$ cat src/pkg/ocia_pkg.sv
// Shared constants, register map and carrier types of the overflow/cell interrupt and APS block.
package ocia_pkg;

  localparam int unsigned DATA_W = 32;
  localparam int unsigned ADDR_W = 8;
  localparam int unsigned REG_W  = 16;
  localparam int unsigned PORTS  = 4;
  localparam int unsigned LINE_COUNTERS = 9;

  // Register indices; the byte address is four times the index.
  localparam logic [ADDR_W-1:0] IDX_EVENT_EN    = 8'h2e;
  localparam logic [ADDR_W-1:0] IDX_OVFL_EN     = 8'h2f;
  localparam logic [ADDR_W-1:0] IDX_CELL_EN     = 8'h30;
  localparam logic [ADDR_W-1:0] IDX_APS_TX      = 8'h32;
  localparam logic [ADDR_W-1:0] IDX_APS_RX      = 8'h33;
  localparam logic [ADDR_W-1:0] IDX_EVENT_STAT  = 8'h39;
  localparam logic [ADDR_W-1:0] IDX_OVFL_STAT   = 8'h3a;
  localparam logic [ADDR_W-1:0] IDX_CELL_STAT   = 8'h3b;
  localparam logic [ADDR_W-1:0] IDX_IRQ_CAUSE   = 8'h3f;

  localparam logic [ADDR_W-1:0] ADDR_EVENT_EN   = {IDX_EVENT_EN[5:0], 2'b00};
  localparam logic [ADDR_W-1:0] ADDR_OVFL_EN    = {IDX_OVFL_EN[5:0], 2'b00};
  localparam logic [ADDR_W-1:0] ADDR_CELL_EN    = {IDX_CELL_EN[5:0], 2'b00};
  localparam logic [ADDR_W-1:0] ADDR_APS_TX     = {IDX_APS_TX[5:0], 2'b00};
  localparam logic [ADDR_W-1:0] ADDR_APS_RX     = {IDX_APS_RX[5:0], 2'b00};
  localparam logic [ADDR_W-1:0] ADDR_EVENT_STAT = {IDX_EVENT_STAT[5:0], 2'b00};
  localparam logic [ADDR_W-1:0] ADDR_OVFL_STAT  = {IDX_OVFL_STAT[5:0], 2'b00};
  localparam logic [ADDR_W-1:0] ADDR_CELL_STAT  = {IDX_CELL_STAT[5:0], 2'b00};
  localparam logic [ADDR_W-1:0] ADDR_IRQ_CAUSE  = {IDX_IRQ_CAUSE[5:0], 2'b00};

  // Field positions.
  localparam int unsigned EVT_APS_BIT      = 12;
  localparam int unsigned CAUSE_OVFL_BIT   = 0;
  localparam int unsigned CAUSE_CELL_BIT   = 1;
  localparam int unsigned CAUSE_EVENT_BIT  = 2;
  localparam int unsigned CAUSE_W          = 3;

  // Reset values.
  localparam logic [REG_W-1:0]  RST_MASK  = 16'h0000;
  localparam logic [REG_W-1:0]  RST_APS   = 16'h0000;
  localparam logic [DATA_W-1:0] RST_RDATA = 32'h0000_0000;

  // Pair of APS bytes, first byte in the upper half as in the register.
  typedef struct packed {
    logic [7:0] first;
    logic [7:0] second;
  } ocia_aps_s;

  // Counter overflow events in the bit order of the overflow status register.
  typedef struct packed {
    logic [LINE_COUNTERS-1:0] line_cnt;
    logic                     idle_cell;
    logic                     unmatched_cell;
    logic                     nonzero_flowctl;
    logic                     payload_length_err;
    logic                     payload_crc_err;
    logic                     uncorrected_hdrcheck;
    logic                     corrected_hdrcheck;
  } ocia_ovfl_evt_s;

  // Per-port cell events in the bit order of the cell status register.
  typedef struct packed {
    logic [PORTS-1:0] tx_cnt_ovfl;
    logic [PORTS-1:0] rx_cnt_ovfl;
    logic [PORTS-1:0] hdr_match;
    logic [PORTS-1:0] cell_sent;
  } ocia_cell_evt_s;

  // Software-visible state of the top module.
  typedef struct packed {
    ocia_ovfl_evt_s    ovfl_en;
    ocia_cell_evt_s    cell_en;
    logic              event_en;
    ocia_aps_s         aps_tx;
    logic [DATA_W-1:0] rdata;
    logic              slverr;
  } ocia_top_state_s;

endpackage
$ cat src/design/ocia_aps_rx.sv
// Capture of the received APS byte pair with change detection.
module ocia_aps_rx (
  input  wire logic               clk_i,
  input  wire logic               rst_n_i,
  input  wire ocia_pkg::ocia_aps_s rx_i,
  input  wire logic               valid_i,
  output ocia_pkg::ocia_aps_s     held_o,
  output logic                    change_o
);
  import ocia_pkg::*;

  typedef struct packed {
    ocia_aps_s held;
  } ocia_aps_rx_state_s;

  ocia_aps_rx_state_s state_reg;
  ocia_aps_rx_state_s state_next;

  always_comb begin
    state_next = state_reg;
    if (valid_i) begin
      state_next.held = rx_i;
    end
  end

  always_ff @(posedge clk_i) begin
    if (!rst_n_i) begin
      state_reg.held <= RST_APS;
    end else begin
      state_reg <= state_next;
    end
  end

  assign held_o   = state_reg.held;
  assign change_o = valid_i & (rx_i != state_reg.held);

endmodule

$ cat src/design/ocia_sticky.sv
// Sticky status bits with write-one-to-clear and a mask that gates them onto a pending flag.
module ocia_sticky #(
  parameter int unsigned W = 16
) (
  input  wire logic         clk_i,
  input  wire logic         rst_n_i,
  input  wire logic [W-1:0] set_i,
  input  wire logic [W-1:0] clr_i,
  input  wire logic [W-1:0] en_i,
  output logic      [W-1:0] status_o,
  output logic              pend_o
);

  typedef struct packed {
    logic [W-1:0] status;
  } ocia_sticky_state_s;

  ocia_sticky_state_s state_reg;
  ocia_sticky_state_s state_next;
  logic [W-1:0]       bit_next;

  // Each bit is set by its event regardless of the mask; a set in the clear cycle wins.
  for (genvar i = 0; i < W; i++) begin : g_bit
    assign bit_next[i] = set_i[i] | (state_reg.status[i] & ~clr_i[i]);
  end

  always_comb begin
    state_next        = state_reg;
    state_next.status = bit_next;
  end

  always_ff @(posedge clk_i) begin
    if (!rst_n_i) begin
      state_reg <= '0;
    end else begin
      state_reg <= state_next;
    end
  end

  assign status_o = state_reg.status;
  assign pend_o   = |(state_reg.status & en_i);

endmodule

$ cat src/design/ocia_top.sv
// APB register block: overflow and cell interrupt masks, APS byte registers and status interrupt.
//
// Operation
// The overflow enable register at 0x2F lets each set bit pass the matching overflow status bit to the interrupt.
// The cell enable register at 0x30 lets each set bit pass the matching cell status bit to the interrupt.
// Overflow enable bits 15 down to 7 cover line error counters 9 down to 1.
// Overflow enable bits 6 to 2 cover idle, unmatched, nonzero flow control, length and CRC counters.
// Overflow enable bit 1 covers the uncorrected and bit 0 the corrected header check counter.
// Cell enable bits 15 down to 12 cover the transmitted cell counters of ports 3 down to 0.
// Cell enable bits 11 down to 8 cover the received cell counters of ports 3 down to 0.
// Cell enable bits 7 down to 4 cover the header match events of ports 3 down to 0.
// Cell enable bits 3 down to 0 cover the cell sent events of ports 3 down to 0.
// The transmit APS register at 0x32 supplies the first byte from bits 15-8 and the second from 7-0.
// The receive APS register holds the last first byte in bits 15-8 and second byte in 7-0.
// A received byte pair that differs from the held one sets event status bit 12.
// Status bits are set by events whatever the masks hold.
// The status interrupt is the OR of every status bit that has its enable bit set.
// The receive APS register is read-only and writes to it do nothing.
module ocia_top (
  input  wire logic                     MCLK_I,
  input  wire logic                     RST_N_I,
  input  wire logic                     PSEL_I,
  input  wire logic                     PENABLE_I,
  input  wire logic                     PWRITE_I,
  input  wire logic [ocia_pkg::ADDR_W-1:0] PADDR_I,
  input  wire logic [ocia_pkg::DATA_W-1:0] PWDATA_I,
  output logic      [ocia_pkg::DATA_W-1:0] PRDATA_O,
  output logic                          PREADY_O,
  output logic                          PSLVERR_O,
  input  wire ocia_pkg::ocia_ovfl_evt_s OVFL_EVENT_I,
  input  wire ocia_pkg::ocia_cell_evt_s CELL_EVENT_I,
  input  wire ocia_pkg::ocia_aps_s      RX_APS_I,
  input  wire logic                     RX_APS_VALID_I,
  output ocia_pkg::ocia_aps_s           TX_APS_O,
  output logic                          STAT_INT_O
);
  import ocia_pkg::*;

  ocia_top_state_s   state_reg;
  ocia_top_state_s   state_next;

  // Bus phase qualifiers.
  logic              setup_phase;
  logic              access_phase;
  logic              wr_access;

  // Address decode.
  logic              hit_event_en;
  logic              hit_ovfl_en;
  logic              hit_cell_en;
  logic              hit_aps_tx;
  logic              hit_aps_rx;
  logic              hit_event_stat;
  logic              hit_ovfl_stat;
  logic              hit_cell_stat;
  logic              hit_irq_cause;
  logic              hit_any;

  // Status sources and results.
  logic [REG_W-1:0]  ovfl_set;
  logic [REG_W-1:0]  cell_set;
  logic [REG_W-1:0]  ovfl_clr;
  logic [REG_W-1:0]  cell_clr;
  logic              event_clr;
  logic [REG_W-1:0]  ovfl_status;
  logic [REG_W-1:0]  cell_status;
  logic              event_status;
  logic              ovfl_pend;
  logic              cell_pend;
  logic              event_pend;
  ocia_aps_s         aps_rx_held;
  logic              aps_change;
  logic [CAUSE_W-1:0] irq_cause;
  logic [REG_W-1:0]  event_stat_word;
  logic [REG_W-1:0]  event_en_word;
  logic [DATA_W-1:0] read_word;

  assign setup_phase  = PSEL_I & ~PENABLE_I;
  assign access_phase = PSEL_I & PENABLE_I;
  assign wr_access    = access_phase & PWRITE_I;

  assign hit_event_en   = (PADDR_I == ADDR_EVENT_EN);
  assign hit_ovfl_en    = (PADDR_I == ADDR_OVFL_EN);
  assign hit_cell_en    = (PADDR_I == ADDR_CELL_EN);
  assign hit_aps_tx     = (PADDR_I == ADDR_APS_TX);
  assign hit_aps_rx     = (PADDR_I == ADDR_APS_RX);
  assign hit_event_stat = (PADDR_I == ADDR_EVENT_STAT);
  assign hit_ovfl_stat  = (PADDR_I == ADDR_OVFL_STAT);
  assign hit_cell_stat  = (PADDR_I == ADDR_CELL_STAT);
  assign hit_irq_cause  = (PADDR_I == ADDR_IRQ_CAUSE);

  assign hit_any = hit_event_en | hit_ovfl_en | hit_cell_en | hit_aps_tx | hit_aps_rx
                 | hit_event_stat | hit_ovfl_stat | hit_cell_stat | hit_irq_cause;

  // Event inputs map straight onto the status layout.
  assign ovfl_set = REG_W'(OVFL_EVENT_I);
  assign cell_set = REG_W'(CELL_EVENT_I);

  // Writing a one to a status bit clears it.
  assign ovfl_clr  = (wr_access & hit_ovfl_stat) ? PWDATA_I[REG_W-1:0] : '0;
  assign cell_clr  = (wr_access & hit_cell_stat) ? PWDATA_I[REG_W-1:0] : '0;
  assign event_clr = wr_access & hit_event_stat & PWDATA_I[EVT_APS_BIT];

  ocia_sticky #(
    .W (REG_W)
  ) u_ovfl_stat (
    .clk_i    (MCLK_I),
    .rst_n_i  (RST_N_I),
    .set_i    (ovfl_set),
    .clr_i    (ovfl_clr),
    .en_i     (REG_W'(state_reg.ovfl_en)),
    .status_o (ovfl_status),
    .pend_o   (ovfl_pend)
  );

  ocia_sticky #(
    .W (REG_W)
  ) u_cell_stat (
    .clk_i    (MCLK_I),
    .rst_n_i  (RST_N_I),
    .set_i    (cell_set),
    .clr_i    (cell_clr),
    .en_i     (REG_W'(state_reg.cell_en)),
    .status_o (cell_status),
    .pend_o   (cell_pend)
  );

  ocia_aps_rx u_aps_rx (
    .clk_i    (MCLK_I),
    .rst_n_i  (RST_N_I),
    .rx_i     (RX_APS_I),
    .valid_i  (RX_APS_VALID_I),
    .held_o   (aps_rx_held),
    .change_o (aps_change)
  );

  ocia_sticky #(
    .W (1)
  ) u_event_stat (
    .clk_i    (MCLK_I),
    .rst_n_i  (RST_N_I),
    .set_i    (aps_change),
    .clr_i    (event_clr),
    .en_i     (state_reg.event_en),
    .status_o (event_status),
    .pend_o   (event_pend)
  );

  assign irq_cause = {event_pend, cell_pend, ovfl_pend};

  always_comb begin
    event_stat_word              = '0;
    event_stat_word[EVT_APS_BIT] = event_status;
    event_en_word                = '0;
    event_en_word[EVT_APS_BIT]   = state_reg.event_en;
  end

  // Read data selection, sampled in the setup cycle.
  always_comb begin
    read_word = '0;
    if (hit_event_en) begin
      read_word[REG_W-1:0] = event_en_word;
    end else if (hit_ovfl_en) begin
      read_word[REG_W-1:0] = REG_W'(state_reg.ovfl_en);
    end else if (hit_cell_en) begin
      read_word[REG_W-1:0] = REG_W'(state_reg.cell_en);
    end else if (hit_aps_tx) begin
      read_word[REG_W-1:0] = REG_W'(state_reg.aps_tx);
    end else if (hit_aps_rx) begin
      read_word[REG_W-1:0] = REG_W'(aps_rx_held);
    end else if (hit_event_stat) begin
      read_word[REG_W-1:0] = event_stat_word;
    end else if (hit_ovfl_stat) begin
      read_word[REG_W-1:0] = ovfl_status;
    end else if (hit_cell_stat) begin
      read_word[REG_W-1:0] = cell_status;
    end else if (hit_irq_cause) begin
      read_word[CAUSE_W-1:0] = irq_cause;
    end
  end

  always_comb begin
    state_next = state_reg;
    if (setup_phase) begin
      state_next.rdata  = read_word;
      state_next.slverr = ~hit_any;
    end
    if (wr_access) begin
      if (hit_event_en) begin
        state_next.event_en = PWDATA_I[EVT_APS_BIT];
      end
      if (hit_ovfl_en) begin
        // Fields of the overflow enable follow the status layout.
        state_next.ovfl_en = ocia_ovfl_evt_s'(PWDATA_I[REG_W-1:0]);
      end
      if (hit_cell_en) begin
        state_next.cell_en = ocia_cell_evt_s'(PWDATA_I[REG_W-1:0]);
      end
      if (hit_aps_tx) begin
        state_next.aps_tx = ocia_aps_s'(PWDATA_I[REG_W-1:0]);
      end
      // Writes to the receive APS register are dropped without error.
      if (hit_aps_rx) begin
        state_next.aps_tx = state_reg.aps_tx;
      end
    end
  end

  always_ff @(posedge MCLK_I) begin
    if (!RST_N_I) begin
      state_reg.ovfl_en  <= ocia_ovfl_evt_s'(RST_MASK);
      state_reg.cell_en  <= ocia_cell_evt_s'(RST_MASK);
      state_reg.event_en <= 1'b0;
      state_reg.aps_tx   <= ocia_aps_s'(RST_APS);
      state_reg.rdata    <= RST_RDATA;
      state_reg.slverr   <= 1'b0;
    end else begin
      state_reg <= state_next;
    end
  end

  // The bus answers in the first access cycle.
  assign PREADY_O   = access_phase;
  assign PRDATA_O   = state_reg.rdata;
  assign PSLVERR_O  = access_phase & state_reg.slverr;
  assign TX_APS_O   = state_reg.aps_tx;
  assign STAT_INT_O = ovfl_pend | cell_pend | event_pend;

endmodule

$ cat config.mk
export PLATFORM = sky130hd
export DESIGN_NAME = ocia_top
export DESIGN_NICKNAME = d
export VERILOG_FILES = /design/src/pkg/ocia_pkg.sv /design/src/design/ocia_aps_rx.sv /design/src/design/ocia_sticky.sv /design/src/design/ocia_top.sv
export SDC_FILE = /design/constraint.sdc
export NUM_CORES = 1
export LEC_CHECK = 0
export BUFFER_PORTS_ARGS = -buffer_cell sky130_fd_sc_hd__buf_2
export CAP_MARGIN = 20
export CORE_MARGIN = 5
export CORE_UTILIZATION = 50
export DETAILED_ROUTE_END_ITERATION = 16
export PLACE_DENSITY = 0.77
export SETUP_SLACK_MARGIN = 0.4
export SYNTH_ARGS = -nofsm -noshare
export SYNTH_HDL_FRONTEND = slang
export SYNTH_HIERARCHICAL = 1
export SYNTH_SLANG_ARGS = --single-unit
$ cat constraint.sdc
create_clock -name MCLK_I -period 1.9 [get_ports MCLK_I]
set_input_delay 0.38 -clock MCLK_I [delete_from_list [all_inputs] [get_ports MCLK_I]]
set_output_delay 0.38 -clock MCLK_I [all_outputs]
set_load 0.005 [all_outputs]
* After elaboration in Yosys (flattened, before gate mapping)
Index checks and enable logic that the tools add are counted.
** Word-level totals
- Bits in read-only memories :: 0
- Flip-flop bits (word level) :: 115
- Bits in writable memories :: 0
- Memories kept :: 0
- Word-level logic and storage cells :: 174
- Bits in latches :: 0
** Cells by class
- $add $sub $neg :: 0
- Mux-type cells :: 12
- Eq/ne operators :: 10
- Reduce and logical (&&, ||, !) cells :: 6
- Divide/modulo/power cells :: 0
- Bitwise gates (word level) :: 124
- $mul :: 0
- Shift-type cells :: 0
- $lt $le $gt $ge :: 0
** Operators with widths (count)
- $mux W16 :: 9
- $eq A8 B8 Y1 const B :: 9
- $and A1 B1 Y1 :: 43
- $or A1 B1 Y1 :: 43
- $not A1 Y1 :: 36
- $and A16 B16 Y16 :: 2
- $reduce_or A16 Y1 :: 2
- $ne A16 B16 Y1 :: 1
- $mux W13 :: 1
- $mux W3 :: 2
- $reduce_and A2 Y1 :: 3
- $reduce_and A3 Y1 :: 1

* Logic depth before layout (Yosys ltp)
- Depth in word-level cells :: 11
- Depth in mapped cells :: 8
- Depth with buffers taken out :: 7

* By module
The synthesis kept the hierarchy.
** By module, submodules not included
- ocia_top :: instances 1, sequential area each 1321.3 um^2, cells each 546, area an instance 4465.5 um^2
- ocia_sticky at u_cell_stat ... :: instances 2, sequential area each 320.3 um^2, cells each 59, area an instance 656.9 um^2
- ocia_aps_rx :: instances 1, sequential area each 320.3 um^2, cells each 72, area an instance 787.0 um^2
- ocia_sticky at u_event_stat :: instances 1, sequential area each 20.0 um^2, cells each 4, area an instance 48.8 um^2

* Least setup slack after synthesis
No wires, ideal clock.
- Path kind :: input to register
- Start point :: input port PADDR_I[3] (netlist bit)
- End point :: register u_cell_stat.state_reg (netlist bit u_cell_stat/status_o[10])
- Data arrival time :: 1779 ps
- Required time :: 1785 ps
- Cell stages on the path :: 8
- Setup slack :: 7 ps
- Buffers on the path :: 3
- Cells stage by stage :: buf_4 or3b_1 buf_2 nor2_1 clkbuf_1 and2_1 nor2b_1 o21a_1
** Between the ends
- Cells in the longest elaborated chain, start to end :: 6
** RTL lines
- from (decl) :: line ocia_top.sv:25 : input wire logic [ocia_pkg::ADDR_W-1:0] PADDR_I,
- $eq A8 B8 Y1 :: line ocia_top.sv:89 : assign hit_cell_stat = (PADDR_I == ADDR_CELL_STAT);
- $and A1 B1 Y1 :: line ocia_top.sv:101 : assign cell_clr = (wr_access & hit_cell_stat) ? PWDATA_I[REG_W-1:0] : '0;
- $mux W16 :: line ocia_top.sv:101
- net cell_clr[10] :: line ocia_top.sv:63 : logic [REG_W-1:0] cell_clr;
- $not A1 Y1 :: line ocia_sticky.sv:24 : assign bit_next[i] = set_i[i] | (state_reg.status[i] & ~clr_i[i]);
- $and A1 B1 Y1 :: line ocia_sticky.sv:24
- $or A1 B1 Y1 :: line ocia_sticky.sv:24
- to (signal assigned) :: line ocia_sticky.sv:36 : state_reg <= state_next;
- to (decl) :: line ocia_sticky.sv:18 : ocia_sticky_state_s state_reg;
The timed path passes the listed nets, and every way through them passes these cells.
A chain may end at the register's enable or synchronous reset.

* Worst setup path in the final report
- Start point :: register state_reg[50] (netlist bit)
- End point :: output port STAT_INT_O
** Between the ends
- Cells in the longest elaborated chain, start to end :: 4
** RTL lines
- from (decl) :: line ocia_top.sv:39 : ocia_top_state_s state_reg;
- from (signal assigned) :: line ocia_top.sv:218 : state_reg <= state_next;
- $and A16 B16 Y16 :: line ocia_sticky.sv:41 : assign pend_o = |(state_reg.status & en_i);
- $reduce_or A16 Y1 :: line ocia_sticky.sv:41
- net cell_pend :: line ocia_top.sv:69 : logic cell_pend;
- $or A1 B1 Y1 (2 in a row) :: line ocia_top.sv:227 : assign STAT_INT_O = ovfl_pend | cell_pend | event_pend;
- to (decl) :: line ocia_top.sv:35 : output logic STAT_INT_O
The timed path passes the listed nets, and every way through them passes these cells.

==> results_dict.tcl <==
set metrics [dict create \
    grt_max_degree 61 \
    grt_overflow 0 \
    min_path_type "input pin to flop" \
    fin_tns_setup_ps -590 \
    yosysMostFrequentCell "dfxtp_1" \
    power_density_nw_per_um2 779 \
    leakage_nw 3.58 \
    num_rows 42 \
    syn2layout_area_growth_pct 25.7 \
    track_usage 0.267 \
    drc 0 \
    yosysSeqAreaShare 0.348 \
    slew_headroom 0.657 \
    die_area_um2 15600 \
    cp_data_required_time_ps 1520 \
    start_util 0.506 \
    fin_skew_ps 10.7 \
    synth_compound_gate_area_share 0.229 \
    synth_top_family_by_area "simple AND/OR/NAND/NOR gates" \
    finalSetupViolCount 2 \
    clk_pin_slew_ps 50 \
    place_congestion 0.952 \
    io_pins 145 \
    ir_drop_uv 607 \
    drtIter0Drc 543 \
    ant_nets 0 \
    cts_root_buffer "clkbuf_16" \
    synth_commonest_cells "dfxtp_1 (115), nor2b_1 (65), nand2_1 (60)" \
    whs_ps 166 \
    largest_reg_flops 33 \
    synth_top_area_share 0.348 \
    final_layout_size_suffix_gt1_frac 0.337 \
    synth-simple-area-share 0.242 \
    viasPerCell 5.73 \
    synth.top_cells.by_area "dfxtp_1 (35%), nor2b_1 (6.1%), buf_4 (6.1%), mux2i_1 (5.9%), a221oi_2 (4.1%)" \
    cts.sinks 115 \
    yosys_register_bits 115 \
    ys.flop_type "dfxtp_1" \
    dp_hpwl_mm 15.7 \
    yosysUniqueCellTypes 56 \
    die-height_um 125 \
    critPathMaxFanout 2 \
    violations "negative setup slack" \
    synth-xor-area-share 0.0223 \
    arrival_ps 2030 \
    netlist_area_um2 6620 \
    muxShareOfSynthArea 0.0624 \
    async_flop_share 0 \
    cts_buffers 17 \
    grt_setup_unrepaired "yes" \
    grt_pass1_vias 6073 \
    clk_latency_ps 420 \
    nNetsFinal 964 \
    routed_wl_mm 21.1 \
    drv_cap 0 \
    grt_pass1_wl_mm 32.9 \
    status "finished, violations left" \
    synth_edf_count 0 \
    fin_area_um2 8320 \
    fin_ws_ps -512 \
    synth_top_area_cell "dfxtp_1" \
    die_x_um 125 \
    htreeDepth 4 \
    yosys_warnings 6 \
    synthAdderAreaFrac 0 \
    syn_inst 740 \
    fin_crit_ps 2410 \
    worstMarginPinSlew_ps 514 \
    power_w 0.00647 \
    cts_tree "done" \
    period_share 1.27 \
    hold_violations 0 \
    vias 6062 \
    slew_viol_final 0 \
    clockBufferDepth 2 \
    n_antenna_cell 0 \
    dr.pass1.iters 5 \
    path_class "flop to primary output" \
    synth_area_per_cell_um2 8.94 \
    antenna_found_initial 0 \
    core-area_um2 13100 \
    placed_area_um2 7640 \
    crit_path_end_kind "primary output" \
    maxClockFrequency_mhz 415 \
    holdBufCountCts 0 \
    start_kind "flop" \
    wire_per_inst_um 20.0 \
    portBuffers 112 \
]
-- critical path, cell delays in order, from the launching register on --
cell	delay [ps]
dfxtp_2	310
a22o_1	270
a221oi_2	230
nand4_1	240
or3_1	420
buf_2	140
-- metrics by stage --
stage	setup slack [ps]	cells	util
final	-512	1058	0.635
after global routing	-524	1058	0.635
after CTS	-483	1054	0.630
after detailed placement	-45.2	1022	0.584
after global placement	-75.2	1022	0.584
after floorplan	251	755	-
-- path summary, 6_finish.rpt --
path                            cells past startpoint  slack, ps                      end            start
worst max-delay path                                5       -510               STAT_INT_O    state_reg[50]
worst min-delay path                                2        170  u_cell_stat/status_o[3]  CELL_EVENT_I[3]
worst max register to register                     10        -80              PRDATA_O[1]    state_reg[50]
worst min register to register                      2        460             state_reg[0]     state_reg[0]
-- cells in the final DEF (no fill, tap or decap), types with 10 or more instances in the layout --
cell type / instances
dfxtp_1: 112
buf_2: 112
buf_4: 73
nor2b_1: 65
nand2_1: 59
nand3_1: 47
mux2i_1: 39
and2_1: 34
a21boi_0: 34
o21a_1: 33
a21oi_1: 27
a221oi_2: 18
and3_1: 17
clkbuf_16: 17
o21ai_0: 16
conb_1: 16
xnor2_1: 14
nand2b_1: 12
a31o_2: 11
buf_12: 11
nand4_1: 10
o41ai_2: 10
-- repair_timing --
item,4_1_cts,5_1_grt
setup endpoints to repair,4,14
setup buffers,1,4
pin swaps,2,6
resized for setup,3,12
-- kinds of logic after synthesis --
kind of cell,after synthesis
and+or+nand+nor,278
buffers and inverters,106
DFF,115
AOI/OAI and AO/OA,183
other,1
xor gates and xnor gates,16
muxes,41
-- where the power goes --
| part | switching [W] | total [W] | internal, W |
|---|---|---|---|
| sequential | 0.0000810 | 0.00258 | 0.00250 |
| combinational | 0.000357 | 0.000698 | 0.000341 |
| clock | 0.00111 | 0.00319 | 0.00208 |
-- layer usage --
metal / part of all wire / global-route usage
met5: 0 / 0
met1: 0.39 / 0.327
met4: 0.044 / 0.126
met3: 0.075 / 0.0571
met2: 0.49 / 0.450
-- cell type report --
type / instances / area [um^2]
Clock buffer: 22 / 454
Clock inverter: 9 / 130
Fill cell: 1119 / 4770
Inverter: 3 / 11.3
Multi-Input combinational cell: 534 / 3830
Sequential cell: 115 / 2310
Tap cell: 176 / 220
Timing Repair Buffer: 199 / 1360
No activity file was read; power rests on OpenSTA's default activity.
